<file path="src/hdl/pssq_pkg.sv">
/*
 pssq_pkg: constants and types for the power source and mode sequencer.
 Assumes a 20 MHz register clock. AHB-Lite register map with 32-bit words.
*/
package pssq_pkg;
   // register byte offsets
   localparam logic [7:0] PSSQ_CTRL_OFS = 8'h00;
   localparam logic [7:0] PSSQ_STAT_OFS = 8'h04;
   localparam logic [7:0] PSSQ_CLKDIV_OFS = 8'h08;
   localparam logic [7:0] PSSQ_WAKE_OFS = 8'h0C;
   // control register fields
   localparam int PSSQ_CTRL_AUTO_DIS = 0;
   localparam int PSSQ_CTRL_BAT_OPEN = 1;
   localparam int PSSQ_CTRL_DPD_REQ = 2;
   localparam int PSSQ_CTRL_SLEEP_REQ = 3;
   localparam int PSSQ_CTRL_DEEP_REQ = 4;
   localparam int PSSQ_CTRL_BOD_EN = 5;
   localparam int PSSQ_CTRL_SW_RST = 6;
   localparam int PSSQ_CTRL_BAT_OVR = 7;
   localparam int PSSQ_CTRL_DIG_OFF = 8;
   localparam int PSSQ_CTRL_ANA_OFF = 9;
   localparam int PSSQ_CTRL_W = 10;
   // wake enable fields
   localparam int PSSQ_WAKE_PIN_EN = 0;
   localparam int PSSQ_WAKE_RF_EN = 1;
   localparam int PSSQ_WAKE_W = 2;
   // reset values
   localparam logic [9:0] PSSQ_CTRL_RST = 10'h000;
   localparam logic [2:0] PSSQ_CLKDIV_RST = 3'h4;
   localparam logic [1:0] PSSQ_WAKE_RST = 2'h0;
   // timing
   localparam int PSSQ_CLK_KHZ = 20000;
   localparam int PSSQ_WAKE_LOW_US = 100;
   localparam int PSSQ_WAKE_LOW_CYC = (PSSQ_WAKE_LOW_US * PSSQ_CLK_KHZ + 999) / 1000;
   localparam int PSSQ_BOOT_US = 2500;
   localparam int PSSQ_BOOT_CYC = (PSSQ_BOOT_US * PSSQ_CLK_KHZ) / 1000;
   typedef enum logic [2:0] {
      PSSQ_BATOFF, PSSQ_DIGUP, PSSQ_ANAUP, PSSQ_BOOT, PSSQ_ACTIVE, PSSQ_SLEEP, PSSQ_DPD
   } pssq_state_t;
endpackage

</file>
<file path="src/hdl/pssq_top.sv">
/*
 pssq_top: power source selection, power mode state machine, power-up
 sequencing, wake and reset source handling, system clock divider select.
 Assumes supply comparator, pin and detector inputs are asynchronous;
 oscillator-ready and flash-ready come from the same clock domain.
*/
// Chosen here: the AHB-Lite interface to the registers and the register addresses.
// Functional notes
// both sources good: battery feeds domains
// weak battery, RF higher: RF feeds
// battery switch open until reset rise/RF
// battery lost: switch to RF immediately
// auto disable forces battery, comparator off
// RF switch closes whenever field present
// no RF: command opens battery switch
// five modes drive domain power
// mode flags and regulators per state
// enabled brownout below 1.8V raises interrupt
// independent regulator enables
// first sequencer state enables digital regulator
// second state enables analog regulator
// system reset after regulator and oscillator
// boot waits for flash ready
// RF-only start runs same sequence
// slow oscillator never disabled
// deep-sleep wake sources
// deep power-down wake sources
// host holds wake low 100us
// clock divider default 500kHz, eight steps
// reset sources pin, watchdog, software
// battery-off left by reset rise/RF
`timescale 1ns/100ps
module pssq_top
   import pssq_pkg::*;
#(
   parameter int BOOT_CYC = PSSQ_BOOT_CYC
) (
   input wire logic CLK,
   input wire logic RST_B,
   input wire logic HSEL,
   input wire logic [31:0] HADDR,
   input wire logic [1:0] HTRANS,
   input wire logic HWRITE,
   input wire logic [2:0] HSIZE,
   input wire logic [31:0] HWDATA,
   input wire logic HREADY,
   output logic [31:0] HRDATA,
   output logic HREADYOUT,
   output logic HRESP,
   input wire logic BAT_GOOD,
   input wire logic RF_GOOD,
   input wire logic RF_FIELD,
   input wire logic RESET_PIN_B,
   input wire logic WAKE_PIN,
   input wire logic BROWNOUT_LOW,
   input wire logic RTC_EVENT,
   input wire logic WDT_EVENT,
   input wire logic START_IRQ,
   input wire logic FAST_OSC_OK,
   input wire logic FLASH_READY,
   output logic BAT_SWITCH_ON,
   output logic RF_SWITCH_ON,
   output logic SRC_IS_RF,
   output logic CMP_EN,
   output logic ALWAYS_ON_PWR,
   output logic DIG_REG_EN,
   output logic ANA_REG_EN,
   output logic SLOW_OSC_EN,
   output logic SYS_POR_B,
   output logic BOOT_EN,
   output logic DPD_FLAG,
   output logic SLEEP_FLAG,
   output logic DEEP_SLEEP,
   output logic BOD_IRQ,
   output logic SYS_RST_B,
   output logic [2:0] CLK_DIV_SEL
);
   if (BOOT_CYC < 1) begin : g_boot_cyc_chk
      $error("BOOT_CYC must be at least 1");
   end

   localparam int NSYNC = 7;
   localparam int WCW = $clog2(PSSQ_WAKE_LOW_CYC + 1);
   localparam int BCW = $clog2(BOOT_CYC + 1);
   // reset pin idles high; starting its stages low would fake a rising edge after reset
   localparam logic [NSYNC-1:0] SYNC_RST = 7'h08;

   // three-stage synchronisers; a change counts when stages two and three agree
   logic [NSYNC-1:0] raw_in;
   logic [NSYNC-1:0] s1_reg, s2_reg, s3_reg, f_reg;
   assign raw_in = {RTC_EVENT, BROWNOUT_LOW, WAKE_PIN, RESET_PIN_B, RF_FIELD, RF_GOOD,
                    BAT_GOOD};
   genvar gi;
   generate
      for (gi = 0; gi < NSYNC; gi++) begin : g_sync
         always_ff @(posedge CLK) begin
            if (!RST_B) begin
               s1_reg[gi] <= SYNC_RST[gi];
               s2_reg[gi] <= SYNC_RST[gi];
               s3_reg[gi] <= SYNC_RST[gi];
               f_reg[gi] <= SYNC_RST[gi];
            end else begin
               s1_reg[gi] <= raw_in[gi];
               s2_reg[gi] <= s1_reg[gi];
               s3_reg[gi] <= s2_reg[gi];
               if (s2_reg[gi] == s3_reg[gi]) f_reg[gi] <= s3_reg[gi];
            end
         end
      end
   endgenerate
   wire bat_ok = f_reg[0];
   wire rf_ok = f_reg[1];
   wire field = f_reg[2];
   wire rstpin_b = f_reg[3];
   wire wake_pin = f_reg[4];
   wire bod_low = f_reg[5];
   wire rtc = f_reg[6];

   logic rstpin_q_reg;
   wire rstpin_rise = rstpin_b && !rstpin_q_reg;
   wire rstpin_low = !rstpin_b;

   // registers
   logic [PSSQ_CTRL_W-1:0] ctrl_reg;
   logic [2:0] clkdiv_reg;
   logic [PSSQ_WAKE_W-1:0] wake_reg;
   logic sw_rst_reg;
   logic bat_closed_reg;
   logic bod_irq_reg;
   pssq_state_t state_reg, state_next;
   logic [BCW-1:0] boot_cnt_reg;
   logic [WCW-1:0] wake_cnt_reg;

   // ahb-lite slave: zero wait state, always OKAY
   logic wr_pend_reg;
   logic [7:0] addr_reg;
   wire take = HSEL && HREADY && HTRANS[1];
   assign HREADYOUT = 1'b1;
   assign HRESP = 1'b0;

   // power source selection
   wire auto_dis = ctrl_reg[PSSQ_CTRL_AUTO_DIS];
   assign CMP_EN = !auto_dis;
   wire bat_usable = bat_closed_reg && !ctrl_reg[PSSQ_CTRL_BAT_OVR];
   // rf only when battery unusable and rf present; auto disable pins battery
   assign SRC_IS_RF = !auto_dis && !(bat_usable && bat_ok) && rf_ok; // see R1 see R2
   assign RF_SWITCH_ON = field;
   assign BAT_SWITCH_ON = bat_closed_reg;
   assign ALWAYS_ON_PWR = bat_closed_reg || field;
   assign SLOW_OSC_EN = 1'b1;

   // wake logic
   wire wake_pin_ev = wake_reg[PSSQ_WAKE_PIN_EN] && (wake_cnt_reg == WCW'(PSSQ_WAKE_LOW_CYC));
   wire rf_ev = wake_reg[PSSQ_WAKE_RF_EN] && field;
   wire ds_wake = rstpin_low || rtc || WDT_EVENT || wake_pin || rf_ev || START_IRQ;
   wire dpd_wake = rstpin_low || rtc || wake_pin_ev || rf_ev;
   wire bat_off_cmd = ctrl_reg[PSSQ_CTRL_BAT_OPEN] && !field;

   always_comb begin
      state_next = state_reg;
      case (state_reg)
         PSSQ_BATOFF: if (ALWAYS_ON_PWR) state_next = PSSQ_DIGUP; // see R16
         PSSQ_DIGUP: state_next = PSSQ_ANAUP;
         PSSQ_ANAUP: if (FAST_OSC_OK) state_next = PSSQ_BOOT;
         PSSQ_BOOT: if (FLASH_READY && boot_cnt_reg == '0) state_next = PSSQ_ACTIVE;
         PSSQ_ACTIVE: begin
            if (bat_off_cmd) state_next = PSSQ_BATOFF;
            else if (ctrl_reg[PSSQ_CTRL_DPD_REQ]) state_next = PSSQ_DPD;
            else if (ctrl_reg[PSSQ_CTRL_SLEEP_REQ]) state_next = PSSQ_SLEEP;
         end
         PSSQ_SLEEP: if (ds_wake) state_next = PSSQ_ACTIVE;
         PSSQ_DPD: if (dpd_wake) state_next = PSSQ_DIGUP;
         default: state_next = PSSQ_BATOFF;
      endcase
   end

   wire st_up = (state_reg == PSSQ_ACTIVE) || (state_reg == PSSQ_SLEEP);
   wire seq_dig = st_up || (state_reg == PSSQ_DIGUP) || (state_reg == PSSQ_ANAUP) ||
                  (state_reg == PSSQ_BOOT);
   wire seq_ana = seq_dig && (state_reg != PSSQ_DIGUP);

   always_ff @(posedge CLK) begin
      if (!RST_B) begin
         state_reg <= PSSQ_BATOFF;
         bat_closed_reg <= 1'b0;
         rstpin_q_reg <= 1'b1;
         boot_cnt_reg <= '0;
         wake_cnt_reg <= '0;
         bod_irq_reg <= 1'b0;
         DIG_REG_EN <= 1'b0;
         ANA_REG_EN <= 1'b0;
         SYS_POR_B <= 1'b0;
         BOOT_EN <= 1'b0;
         DPD_FLAG <= 1'b0;
         SLEEP_FLAG <= 1'b0;
         DEEP_SLEEP <= 1'b0;
         SYS_RST_B <= 1'b0;
      end else begin
         state_reg <= state_next;
         rstpin_q_reg <= rstpin_b;
         // battery switch closes on reset-pin rise or rf, opens on command; a trigger wins
         if (rstpin_rise || field) bat_closed_reg <= 1'b1; // see R3
         else if (bat_off_cmd && state_reg == PSSQ_ACTIVE) bat_closed_reg <= 1'b0;
         if (state_reg == PSSQ_ANAUP && state_next == PSSQ_BOOT) begin
            boot_cnt_reg <= BCW'(BOOT_CYC);
         end else if (boot_cnt_reg != '0) begin
            boot_cnt_reg <= boot_cnt_reg - 1'b1;
         end
         // wake pin low time, counted only in deep power-down
         if (state_reg != PSSQ_DPD || wake_pin) wake_cnt_reg <= '0;
         else if (wake_cnt_reg != WCW'(PSSQ_WAKE_LOW_CYC)) wake_cnt_reg <= wake_cnt_reg + 1'b1;
         bod_irq_reg <= ctrl_reg[PSSQ_CTRL_BOD_EN] && bod_low && ALWAYS_ON_PWR;
         DIG_REG_EN <= seq_dig && !ctrl_reg[PSSQ_CTRL_DIG_OFF]; // see R11
         ANA_REG_EN <= seq_ana && !ctrl_reg[PSSQ_CTRL_ANA_OFF]; // see R11
         SYS_POR_B <= seq_ana && (state_reg != PSSQ_ANAUP || FAST_OSC_OK);
         BOOT_EN <= st_up;
         DPD_FLAG <= (state_reg == PSSQ_DPD);
         SLEEP_FLAG <= (state_reg == PSSQ_SLEEP);
         DEEP_SLEEP <= (state_reg == PSSQ_SLEEP) && ctrl_reg[PSSQ_CTRL_DEEP_REQ];
         SYS_RST_B <= seq_ana && !rstpin_low && !WDT_EVENT && !sw_rst_reg;
      end
   end
   assign BOD_IRQ = bod_irq_reg;
   assign CLK_DIV_SEL = clkdiv_reg;

   // register writes; dpd, sleep and battery-open requests self-clear while the state machine is outside active
   wire wr_ctrl = wr_pend_reg && addr_reg == PSSQ_CTRL_OFS;
   always_ff @(posedge CLK) begin
      if (!RST_B) begin
         wr_pend_reg <= 1'b0;
         addr_reg <= 8'h00;
         ctrl_reg <= PSSQ_CTRL_RST;
         clkdiv_reg <= PSSQ_CLKDIV_RST;
         wake_reg <= PSSQ_WAKE_RST;
         sw_rst_reg <= 1'b0;
      end else begin
         wr_pend_reg <= take && HWRITE;
         if (take) addr_reg <= HADDR[7:0];
         sw_rst_reg <= wr_ctrl && HWDATA[PSSQ_CTRL_SW_RST];
         if (wr_ctrl) ctrl_reg <= HWDATA[PSSQ_CTRL_W-1:0];
         else if (state_reg != PSSQ_ACTIVE) begin
            ctrl_reg[PSSQ_CTRL_DPD_REQ] <= 1'b0;
            ctrl_reg[PSSQ_CTRL_SLEEP_REQ] <= 1'b0;
            ctrl_reg[PSSQ_CTRL_BAT_OPEN] <= 1'b0;
         end
         if (wr_pend_reg && addr_reg == PSSQ_CLKDIV_OFS) clkdiv_reg <= HWDATA[2:0];
         if (wr_pend_reg && addr_reg == PSSQ_WAKE_OFS) wake_reg <= HWDATA[PSSQ_WAKE_W-1:0];
      end
   end

   logic [31:0] rd_mux;
   always_comb begin
      rd_mux = 32'h0000_0000;
      case (HADDR[7:0])
         PSSQ_CTRL_OFS: rd_mux = {22'h0, ctrl_reg};
         PSSQ_STAT_OFS: rd_mux = {22'h0, bod_irq_reg, SRC_IS_RF, bat_closed_reg,
                                  field, bat_ok, rf_ok, 1'b0, state_reg};
         PSSQ_CLKDIV_OFS: rd_mux = {29'h0, clkdiv_reg};
         PSSQ_WAKE_OFS: rd_mux = {30'h0, wake_reg};
         default: rd_mux = 32'h0000_0000;
      endcase
   end
   always_ff @(posedge CLK) begin
      if (!RST_B) HRDATA <= 32'h0000_0000;
      else if (take && !HWRITE) HRDATA <= rd_mux;
      else HRDATA <= 32'h0000_0000;
   end

   a_boot_flash_rdy: assert property (@(posedge CLK) disable iff (!RST_B)
      $rose(BOOT_EN) |-> $past(FLASH_READY, 2))
      else $error("boot without flash ready");
   a_boot_after_flash: assert property (@(posedge CLK) disable iff (!RST_B)
      $rose(BOOT_EN) |-> $past(state_reg) == PSSQ_ACTIVE)
      else $error("boot enable outside active");
   a_cmp_auto: assert property (@(posedge CLK) disable iff (!RST_B)
      auto_dis |-> !CMP_EN && !SRC_IS_RF)
      else $error("auto disable not forcing battery");
   a_rf_switch: assert property (@(posedge CLK) disable iff (!RST_B)
      $rose(f_reg[2]) |-> RF_SWITCH_ON ##1 bat_closed_reg)
      else $error("rf field did not close switches");
   a_dpd_flags: assert property (@(posedge CLK) disable iff (!RST_B)
      state_reg == PSSQ_DPD ##1 state_reg == PSSQ_DPD |-> DPD_FLAG && !SLEEP_FLAG && !DIG_REG_EN)
      else $error("deep power-down encoding wrong");
   a_seq_order: assert property (@(posedge CLK) disable iff (!RST_B)
      state_reg == PSSQ_DIGUP && !ctrl_reg[PSSQ_CTRL_DIG_OFF] |=> DIG_REG_EN && !ANA_REG_EN)
      else $error("analog regulator before digital");
   a_bod: assert property (@(posedge CLK) disable iff (!RST_B)
      ctrl_reg[PSSQ_CTRL_BOD_EN] && bod_low && ALWAYS_ON_PWR |=> BOD_IRQ)
      else $error("brownout interrupt missing");
   a_batoff_stay: assert property (@(posedge CLK) disable iff (!RST_B)
      state_reg == PSSQ_BATOFF && !ALWAYS_ON_PWR |=> state_reg == PSSQ_BATOFF)
      else $error("left battery-off without trigger");
   a_clkdiv_rst: assert property (@(posedge CLK)
      !RST_B |=> CLK_DIV_SEL == PSSQ_CLKDIV_RST)
      else $error("clock divider reset value wrong");
   a_src_rf: assert property (@(posedge CLK) disable iff (!RST_B)
      !auto_dis && !bat_ok && rf_ok |-> SRC_IS_RF)
      else $error("no switchover to rf");
   a_src_bat: assert property (@(posedge CLK) disable iff (!RST_B)
      !auto_dis && bat_usable && bat_ok |-> !SRC_IS_RF)
      else $error("battery good but rf selected");
   a_bat_idle: assert property (@(posedge CLK) disable iff (!RST_B)
      !bat_closed_reg && !rstpin_rise && !field |=> !BAT_SWITCH_ON)
      else $error("battery switch closed without trigger");
   a_bat_open: assert property (@(posedge CLK) disable iff (!RST_B)
      bat_off_cmd && !rstpin_rise && state_reg == PSSQ_ACTIVE
      |=> !BAT_SWITCH_ON && state_reg == PSSQ_BATOFF)
      else $error("battery switch not opened on command");
   a_aon_pwr: assert property (@(posedge CLK) disable iff (!RST_B)
      state_reg != PSSQ_BATOFF |-> ALWAYS_ON_PWR)
      else $error("always-on domain unpowered outside battery-off");
   a_dpd_enter: assert property (@(posedge CLK) disable iff (!RST_B)
      state_reg == PSSQ_ACTIVE && !bat_off_cmd && ctrl_reg[PSSQ_CTRL_DPD_REQ]
      |=> state_reg == PSSQ_DPD)
      else $error("deep power-down request not taken");
   a_sleep_deep: assert property (@(posedge CLK) disable iff (!RST_B)
      state_reg == PSSQ_SLEEP && ctrl_reg[PSSQ_CTRL_DEEP_REQ] |=> DEEP_SLEEP)
      else $error("deep-sleep indication missing");
   a_active_flags: assert property (@(posedge CLK) disable iff (!RST_B)
      state_reg == PSSQ_ACTIVE ##1 state_reg == PSSQ_ACTIVE |-> !SLEEP_FLAG && !DPD_FLAG && BOOT_EN)
      else $error("active encoding wrong");
   a_sleep_flags: assert property (@(posedge CLK) disable iff (!RST_B)
      state_reg == PSSQ_SLEEP ##1 state_reg == PSSQ_SLEEP |-> SLEEP_FLAG && !DPD_FLAG)
      else $error("sleep encoding wrong");
   a_bod_quiet: assert property (@(posedge CLK) disable iff (!RST_B)
      !ctrl_reg[PSSQ_CTRL_BOD_EN] |=> !BOD_IRQ)
      else $error("brownout interrupt while disabled");
   a_por_gate: assert property (@(posedge CLK) disable iff (!RST_B)
      $rose(SYS_POR_B) |-> $past(FAST_OSC_OK) && $past(state_reg) == PSSQ_ANAUP)
      else $error("system reset released before oscillator ready");
   a_rf_start: assert property (@(posedge CLK) disable iff (!RST_B)
      state_reg == PSSQ_BATOFF && field |=> state_reg == PSSQ_DIGUP)
      else $error("rf field did not start power-up");
   a_sleep_wake: assert property (@(posedge CLK) disable iff (!RST_B)
      state_reg == PSSQ_SLEEP && ds_wake |=> state_reg == PSSQ_ACTIVE)
      else $error("deep-sleep wake missed");
   a_dpd_wake_only: assert property (@(posedge CLK) disable iff (!RST_B)
      state_reg == PSSQ_DPD && !dpd_wake |=> state_reg == PSSQ_DPD)
      else $error("deep power-down left without wake source");
   a_clkdiv_hold: assert property (@(posedge CLK) disable iff (!RST_B)
      !(wr_pend_reg && addr_reg == PSSQ_CLKDIV_OFS) |=> $stable(CLK_DIV_SEL))
      else $error("clock divider changed without write");
   a_sw_rst: assert property (@(posedge CLK) disable iff (!RST_B)
      sw_rst_reg |=> !SYS_RST_B)
      else $error("software reset not applied");
   a_wdt_rst: assert property (@(posedge CLK) disable iff (!RST_B)
      WDT_EVENT |=> !SYS_RST_B)
      else $error("watchdog reset not applied");
endmodule

</file>
<file path="config.mk">
export PLATFORM = sky130hd
export DESIGN_NAME = pssq_top
export DESIGN_NICKNAME = d
export VERILOG_FILES = /design/src/hdl/pssq_pkg.sv /design/src/hdl/pssq_top.sv
export SDC_FILE = /design/constraint.sdc
export NUM_CORES = 1
export LEC_CHECK = 0
export BUFFER_PORTS_ARGS = -buffer_cell sky130_fd_sc_hd__buf_4
export CAP_MARGIN = 40
export CORE_MARGIN = 4
export CORE_UTILIZATION = 39
export CTS_BUF_LIST = sky130_fd_sc_hd__clkbuf_16
export CTS_CLUSTER_DIAMETER = 50
export DETAILED_ROUTE_END_ITERATION = 12
export SLEW_MARGIN = 10
export SYNTH_ARGS = -nofsm -noshare
export SYNTH_HDL_FRONTEND = slang
export SYNTH_SLANG_ARGS = --single-unit
</file>
<file path="constraint.sdc">
create_clock -name CLK -period 3.34 [get_ports CLK]
set_input_delay 0.835 -clock CLK [delete_from_list [all_inputs] [get_ports CLK]]
set_output_delay 0.835 -clock CLK [all_outputs]
set_load 0.05 [all_outputs]
</file>
* Yosys cells after proc, flatten, opt, wreduce, memory -nomap -nowiden
Index checks and enable logic that the tools add are counted.
** Word-level totals
- Flip-flop bits (word level) :: 126
- Input bits :: 85
- Output and inout bits :: 52
- Logic and storage cells :: 161
** Cells by class
- $add $sub $neg :: 2
- Equal/unequal tests :: 25
- Muxes and demuxes :: 16
- Bitwise gates (word level) :: 1
- Reduce and logical (&&, ||, !) cells :: 66
** Operators by type and width (number)
- case mux 10 bit (4 select lines) :: 1
- == test 8 x 4 -> 1 bit (second input constant) :: 4
- 2-to-1 mux 16 bit :: 2
- 2-to-1 mux 3 bit :: 10
- logical AND 1 bit :: 29
- case mux 3 bit (7 select lines) :: 1
- zero test 16 bit :: 1
- zero test 8 bit :: 2
- nonzero test 16 bit :: 1
- subtractor 16 x 1 -> 16 bit (second input constant) :: 1
- logical OR 1 bit :: 15
- adder 11 x 1 -> 11 bit (second input constant) :: 1
- == test 11 bit (second input constant) :: 1
- zero test 1 bit :: 11
- != test 11 bit (second input constant) :: 1
- == test 3 x 2 -> 1 bit (second input constant) :: 3
- == test 3 bit (second input constant) :: 3
- == test 8 x 3 -> 1 bit (second input constant) :: 1
- == test 1 bit :: 7
- != test 3 bit (second input constant) :: 2
- nonzero test 2 bit :: 3
- OR reduction 2 bit :: 2
- == test 3 x 1 -> 1 bit (second input constant) :: 1
- zero test 3 bit :: 1
- 5 further kinds :: 6

* Depth between registers and ports, before layout
Gate-level depths: netlist of run 1.
- Depth after elaboration :: 11
- Depth in mapped cells :: 8
- Depth with buffers taken out :: 7

* Worst setup path before layout of run 1
OpenSTA, ideal clock, no wires.
- Path kind :: input-to-reg
- Start point :: in FAST_OSC_OK
- End point :: reg boot_cnt_reg[1]
- Setup time :: 120 ps
- Arrival :: 1909 ps
- Required time :: 3220 ps
- Path slack :: 1310 ps
- Stages on the path :: 5
- Path through :: inv_1 -> a2111oi_1 -> o311ai_4 -> nand2_4 -> a211oi_2
** On the way
- Longest elaborated chain between the ends :: 5
** Ends and longest elaborated chain
- start, declared :: line pssq_top.sv:59 : input wire logic FAST_OSC_OK,
- 2-to-1 mux 3 bit :: line pssq_top.sv:164 : PSSQ_ANAUP: if (FAST_OSC_OK) state_next = PSSQ_BOOT;
- case mux 3 bit (7 select lines) :: line pssq_top.sv:161 : case (state_reg)
- == test 3 x 2 -> 1 bit :: line pssq_top.sv:204 : if (state_reg == PSSQ_ANAUP && state_next == PSSQ_BOOT) begin
- logical AND 1 bit :: line pssq_top.sv:204
- OR reduction 2 bit (no line)
- end signal, assigned :: line pssq_top.sv:205 : boot_cnt_reg <= BCW'(BOOT_CYC);
- end signal, assigned :: line pssq_top.sv:207 : boot_cnt_reg <= boot_cnt_reg - 1'b1;
- end, declared :: line pssq_top.sv:131 : logic [BCW-1:0] boot_cnt_reg;
No other way between the ends.
A chain may end at the register's enable or synchronous reset.

* Final worst setup path of run 1
- Start point :: reg boot_cnt_reg[0]
- End point :: reg state_reg[0]
** On the way
- Longest elaborated chain between the ends :: 4
** Ends and longest elaborated chain
- zero test 16 bit :: line pssq_top.sv:165 : PSSQ_BOOT: if (FLASH_READY && boot_cnt_reg == '0) state_next = PSSQ_ACTIVE;
- logical AND 1 bit :: line pssq_top.sv:165
- 2-to-1 mux 3 bit :: line pssq_top.sv:165
- case mux 3 bit (7 select lines) :: line pssq_top.sv:161
- end signal, assigned :: line pssq_top.sv:199 : state_reg <= state_next;
- end, declared :: line pssq_top.sv:130 : pssq_state_t state_reg, state_next;
No other way between the ends.

==> flow_summary.json, run 1 <==
{
  "largest_reg_flops": 16,
  "layout_commonest_cell": "dfxtp_1",
  "die_area_sq_um": 12500,
  "period_share_pct": 66.3,
  "p_leak_nw": 2.02,
  "ys_seq_area_share_pct": 49.3,
  "cp.required_ns": 3.54,
  "hold_class": "register to register",
  "skew_ns": 0.00871,
  "final_area_sq_um": 5010,
  "drc": 0,
  "worstRegToRegCells": 7,
  "fp-row-count": 37,
  "synth_edf_count": 0,
  "ctsHoldBuffers": 0,
  "peakVddDrop_uv": 306,
  "antenna_cells": 0,
  "via_count": 3181,
  "syn_area_per_cell_sq_um": 9.11,
  "synth_ff_type": "dfxtp_1",
  "drtAntennaViolNets": 0,
  "cts_resized": 0,
  "drive_gt1_share_pct": 16.8,
  "drv_slew": 0,
  "p_per_area_nw_per_um2": 638,
  "port_buffers": 61,
  "setup_viol": 0,
  "grt_max_degree": 33,
  "gp_congestion": 0.840,
  "final_cell_mix": "dfxtp_1 (104), buf_4 (62), nand2_1 (51), nor2_1 (47), a21oi_1 (34)",
  "yosysWarnings": 0,
  "relSlewSlack_pct": 45.8,
  "dpl.hpwl_microns": 6610,
  "power.total_mw": 3.20,
  "fin_nets": 609,
  "worst_pin_slew_ns": 0.808,
  "period_minus_slack_ns": 2.22,
  "routed_wl_microns": 9110,
  "cts_tree": "built",
  "arrival_ns": 2.42,
  "die_h_microns": 112,
  "worstHoldStart": "sw_rst_reg$_SDFF_PN0_",
  "clock-root-buffer": "clkbuf_16",
  "hold_viol": 0,
  "dr.pass1.iters": 4,
  "antenna_found_initial": 0,
  "drv_cap": 0,
  "crit_start": "boot_cnt_reg[0]$_SDFFE_PP0P_",
  "place_area_sq_um": 4700,
  "reg2reg_from": "boot_cnt_reg[0]$_SDFFE_PP0P_",
  "path_cells": "inv_1 > ha_1 > nor4b_1 > nand2_1 > nor2_1 > a21o_1 > a31oi_1",
  "grt_pass1_wl_microns": 15000,
  "crit_path_max_fanout": 12,
  "finalSetupTns_ns": 0,
  "grt_pass1_vias": 3102,
  "post_drt_wl_per_cell_microns": 13.8,
  "grt_setup_unrepaired": "no",
  "cp-end-kind": "register",
  "cts_buffers": 9,
  "whs_path_depth": 1,
  "track_usage_pct": 14.6,
  "crit_buf_inv": 1,
  "chipWidth_microns": 112,
  "clock_sinks": 104,
  "outcome": "finished, final reports clean",
  "postLayoutCoreUtil_pct": 48.1,
  "synthToLayoutAreaGrowth_pct": 18.7,
  "clk_pin_slew_ns": 0.07,
  "postCtsSetupBuffers": 0,
  "timing.fmax_mhz": 451,
  "cts_max_level": 3,
  "io_pins": 137,
  "reg2reg_to": "state_reg[0]$_SDFF_PN0_",
  "overflow": 0,
  "synth_area_sq_um": 4220,
  "ctsLongestPathBuffers": 2,
  "start_util_pct": 40.5,
  "path_class": "register to register",
  "min_delay_worst_endpoint": "SYS_RST_B$_SDFF_PN0_",
  "slowest_delay_ns": 0.46,
  "clk_latency_ns": 0.34,
  "synth_cells": 463,
  "ys_ff_latch": 104,
  "ys_async_sr_fraction_pct": 0,
  "synthDistinctLibCells": 49,
  "viasPerCell": 4.81,
  "r2r_slack_ns": 1.12,
  "slowest_stage": "nor4b_1",
  "coreArea_sq_um": 10400,
  "drt_iter0_markers": 100,
  "critPathTopFamily": "simple AND/OR/NAND/NOR gates",
  "startpoint_type": "register"
}
per-stage QoR:
stage | setup slack, ns | std cells | hold slack, ns
global placement | 1.05 | 645 | 0.384
CTS | 1.13 | 661 | 0.399
floorplan | 1.31 | 486 | 0.376
global route | 0.879 | 661 | 0.415
finish | 1.12 | 661 | 0.398
detailed placement | 1.03 | 645 | 0.385
routing by layer:
metal	wire length, microns	GRT usage [%]
met1	4250	19.5
met2	4310	23.7
met3	464	3.88
met4	78	3.45
met5	0	0
worst max-delay path by stage:
| stage | endpoint | slack, ns | cells after the start |
|---|---|---|---|
| 2_1_floorplan | boot_cnt_reg[1]$_SDFFE_PP0P_ | 1.31 | 5 |
| 3_3_place_gp | HRDATA[3]$_SDFF_PN0_ | 1.05 | 5 |
| 3_5_place_dp | boot_cnt_reg[7]$_SDFFE_PP0P_ | 1.03 | 6 |
| 4_1_cts | state_reg[0]$_SDFF_PN0_ | 1.13 | 7 |
| 5_1_grt | state_reg[2]$_SDFF_PN0_ | 0.88 | 7 |
| 6_report | state_reg[0]$_SDFF_PN0_ | 1.12 | 7 |
cells by family after synthesis:
group,synth area share [%]
AOI/OAI and AO/OA,9.58
adders and majority gates,1.19
buffers and inverters,6.88
xor gates and xnor gates,4.15
other,0.178
muxes,4.72
DFF,49.3
and+or+nand+nor,24.0
area by class of cell:
class	instances	area [sq um]
Clock buffer	9	225
Clock inverter	7	85.1
Fill cell	1020	5410
Inverter	12	45.0
Multi-Input combinational cell	331	1930
Sequential cell	104	2080
Tap cell	136	170
Timing Repair Buffer	62	465
Yosys cell counts, drive strengths merged, types with 2 or more instances:
cell	n	area (sq um)
and2	21	131
conb	2	7.51
xnor2	5	43.8
nor4b	7	61.3
nor3	11	60.1
nand4b	2	17.5
or2	2	12.5
nand2b	11	68.8
and4	2	17.5
o21bai	2	15.0
buf	32	219
nor2	48	183
inv	12	45.0
a31oi	6	37.5
o21ai	16	80.1
a21oi	34	170
ha	4	50.1
nor4	4	25.0
dfxtp	104	2080
nor3b	2	15.0
nand2	52	203
and3	4	25.0
nand3	13	65.1
clkbuf	7	26.3
nor2b	4	25.0
nand4	6	37.5
mux2i	15	150
xor2	15	131
or3	5	31.3
mux4	2	48.8
power breakdown:
group          switching, mW  internal, mW  total, mW
combinational          0.431         0.270      0.701
clock                  0.485         0.597       1.08
sequential            0.0786          1.33       1.41
No activity file was read; power rests on OpenSTA's default activity.
==> run 2: changes to the inputs <==
==> constraint.sdc (replaced) <==
create_clock -name CLK -period 2.2 [get_ports CLK]
set_input_delay 0.55 -clock CLK [delete_from_list [all_inputs] [get_ports CLK]]
set_output_delay 0.55 -clock CLK [all_outputs]
set_load 0.05 [all_outputs]
==> run 2 against run 1 <==
Effect of this change:
- final area is 2.1% higher
- clock power increased by 40%
- cell count rose by 2.7%
- global-route usage grew 0.43 points
- utilization is 1.0 points higher
- via count is 1.8% higher
- largest cell class unchanged
==> flow_summary.json, run 2 (synthesis results as in run 1) <==
{
  "cp-end-kind": "primary output",
  "reg2reg_from": "boot_cnt_reg[0]$_SDFFE_PP0P_",
  "clock-root-buffer": "clkbuf_16",
  "worstRegToRegCells": 8,
  "clock_sinks": 104,
  "overflow": 0,
  "via_count": 3238,
  "worstHoldStart": "RESET_PIN_B",
  "reg2reg_to": "boot_cnt_reg[15]$_SDFFE_PN0P_",
  "viasPerCell": 4.77,
  "die_area_sq_um": 12500,
  "grt_setup_unrepaired": "no",
  "ctsLongestPathBuffers": 2,
  "final_cell_mix": "dfxtp_1 (104), buf_4 (80), nand2_1 (51), nor2_1 (47), a21oi_1 (34)",
  "setup_viol": 0,
  "port_buffers": 61,
  "ctsHoldBuffers": 0,
  "fin_nets": 627,
  "track_usage_pct": 15.0,
  "drtAntennaViolNets": 0,
  "startpoint_type": "register",
  "crit_path_max_fanout": 6,
  "antenna_found_initial": 0,
  "p_leak_nw": 2.10,
  "worst_pin_slew_ns": 0.497,
  "chipWidth_microns": 112,
  "period_share_pct": 85.5,
  "largest_reg_flops": 16,
  "die_h_microns": 112,
  "cts_tree": "built",
  "path_class": "register to primary output",
  "coreArea_sq_um": 10400,
  "r2r_slack_ns": 0.33,
  "drv_cap": 0,
  "drv_slew": 0,
  "post_drt_wl_per_cell_microns": 13.8,
  "postCtsSetupBuffers": 0,
  "switching_power_mw": 1.53,
  "grt_max_degree": 20,
  "drc": 0,
  "power_frac_seq_pct": 44.3,
  "period_minus_slack_ns": 1.88,
  "peakVddDrop_uv": 465,
  "dp_cells": 663,
  "n_fill_cell": 978,
  "slowest_delay_ns": 0.34,
  "fp-row-count": 37,
  "path_cells": "buf_4 > or2_2 > buf_4",
  "whs_path_depth": 2,
  "layout_commonest_cell": "dfxtp_1",
  "grt_pass1_wl_microns": 15400,
  "routed_wl_microns": 9380,
  "io_pins": 137,
  "dr.pass1.iters": 4,
  "start_util_pct": 40.5,
  "clk_pin_slew_ns": 0.07,
  "dpl.hpwl_microns": 6990,
  "cts_buffers": 9,
  "relSlewSlack_pct": 66.8,
  "p_clk_share_pct": 31.2,
  "combPwrFrac_pct": 24.5,
  "p_per_area_nw_per_um2": 946,
  "drive_gt1_share_pct": 19.3,
  "internal_power_mw": 3.30,
  "cts_max_level": 3,
  "arrival_ns": 1.33,
  "hold_class": "input port to register",
  "path_common_cell": "buf_4",
  "crit_buf_inv": 2,
  "antenna_cells": 0,
  "slowest_stage": "dfxtp_1",
  "hold_viol": 0,
  "skew_ns": 0.00609,
  "outcome": "finished, final reports clean",
  "final_cell_count_no_fill": 679,
  "timing.fmax_mhz": 531,
  "finalSetupTns_ns": 0,
  "power.total_mw": 4.83,
  "grt_pass1_vias": 3191,
  "synthToLayoutAreaGrowth_pct": 21.1,
  "gp_congestion": 0.848,
  "cts_resized": 0,
  "power_switching_share_pct": 31.7,
  "clk_latency_ns": 0.34,
  "cp.required_ns": 1.65,
  "critPathTopFamily": "buffers and inverters",
  "min_delay_worst_endpoint": "s1_reg[3]$_SDFF_PN1_",
  "drt_iter0_markers": 149
}
-- run 2: worst max path at each step --
stage	from	to	cells past startpoint
floorplan	RF_SWITCH_ON$_SDFFE_PN0N_	boot_cnt_reg[1]$_SDFFE_PP0P_	5
finish	RF_SWITCH_ON$_SDFFE_PN0N_	ALWAYS_ON_PWR	3
CTS	RF_SWITCH_ON$_SDFFE_PN0N_	ALWAYS_ON_PWR	3
detailed placement	HADDR[5]	HRDATA[4]$_SDFF_PN0_	6
global placement	HADDR[5]	HRDATA[5]$_SDFF_PN0_	6
global route	boot_cnt_reg[0]$_SDFFE_PP0P_	boot_cnt_reg[8]$_SDFFE_PN0P_	7
-- run 2: stage by stage --
stage / hold WS (ns) / util [%] / area, sq um / worst slack (ns)
after floorplan: 0.376 / - / 4310 / 0.214
after detailed placement: 0.394 / 46.4 / 4830 / 0.242
final: 0.392 / 49.1 / 5110 / 0.318
after global placement: 0.391 / 46.4 / 4830 / 0.249
after global routing: 0.391 / 49.1 / 5110 / 0.149
after CTS: 0.383 / 49.1 / 5110 / 0.310
-- run 2: layout make-up --
type	instances	area [sq um]	area share (%)
Multi-Input combinational cell	331	1930	37.8
Clock inverter	7	55.1	1.08
Sequential cell	104	2080	40.7
Tap cell	136	170	3.33
Inverter	12	45.0	0.881
Clock buffer	9	225	4.41
Timing Repair Buffer	80	601	11.8
-- run 2: metal layers --
| layer | track usage [%] | wire [microns] | share of wire (%) |
|---|---|---|---|
| met1 | 20.0 | 4390 | 47 |
| met2 | 24.5 | 4450 | 47 |
| met3 | 3.18 | 471 | 5.0 |
| met4 | 4.89 | 65 | 0.69 |
| met5 | 0 | 0 | 0 |
-- run 2: power by group through the flow --
stage / Clock (mW) / Sequential, mW / Combinational [mW]
floorplan: 0 / 2.16 / 0.922
global placement: 0 / 2.18 / 1.15
detailed placement: 0 / 2.18 / 1.17
CTS: 1.54 / 2.14 / 1.18
global route: 1.63 / 2.16 / 1.31
finish: 1.51 / 2.14 / 1.18
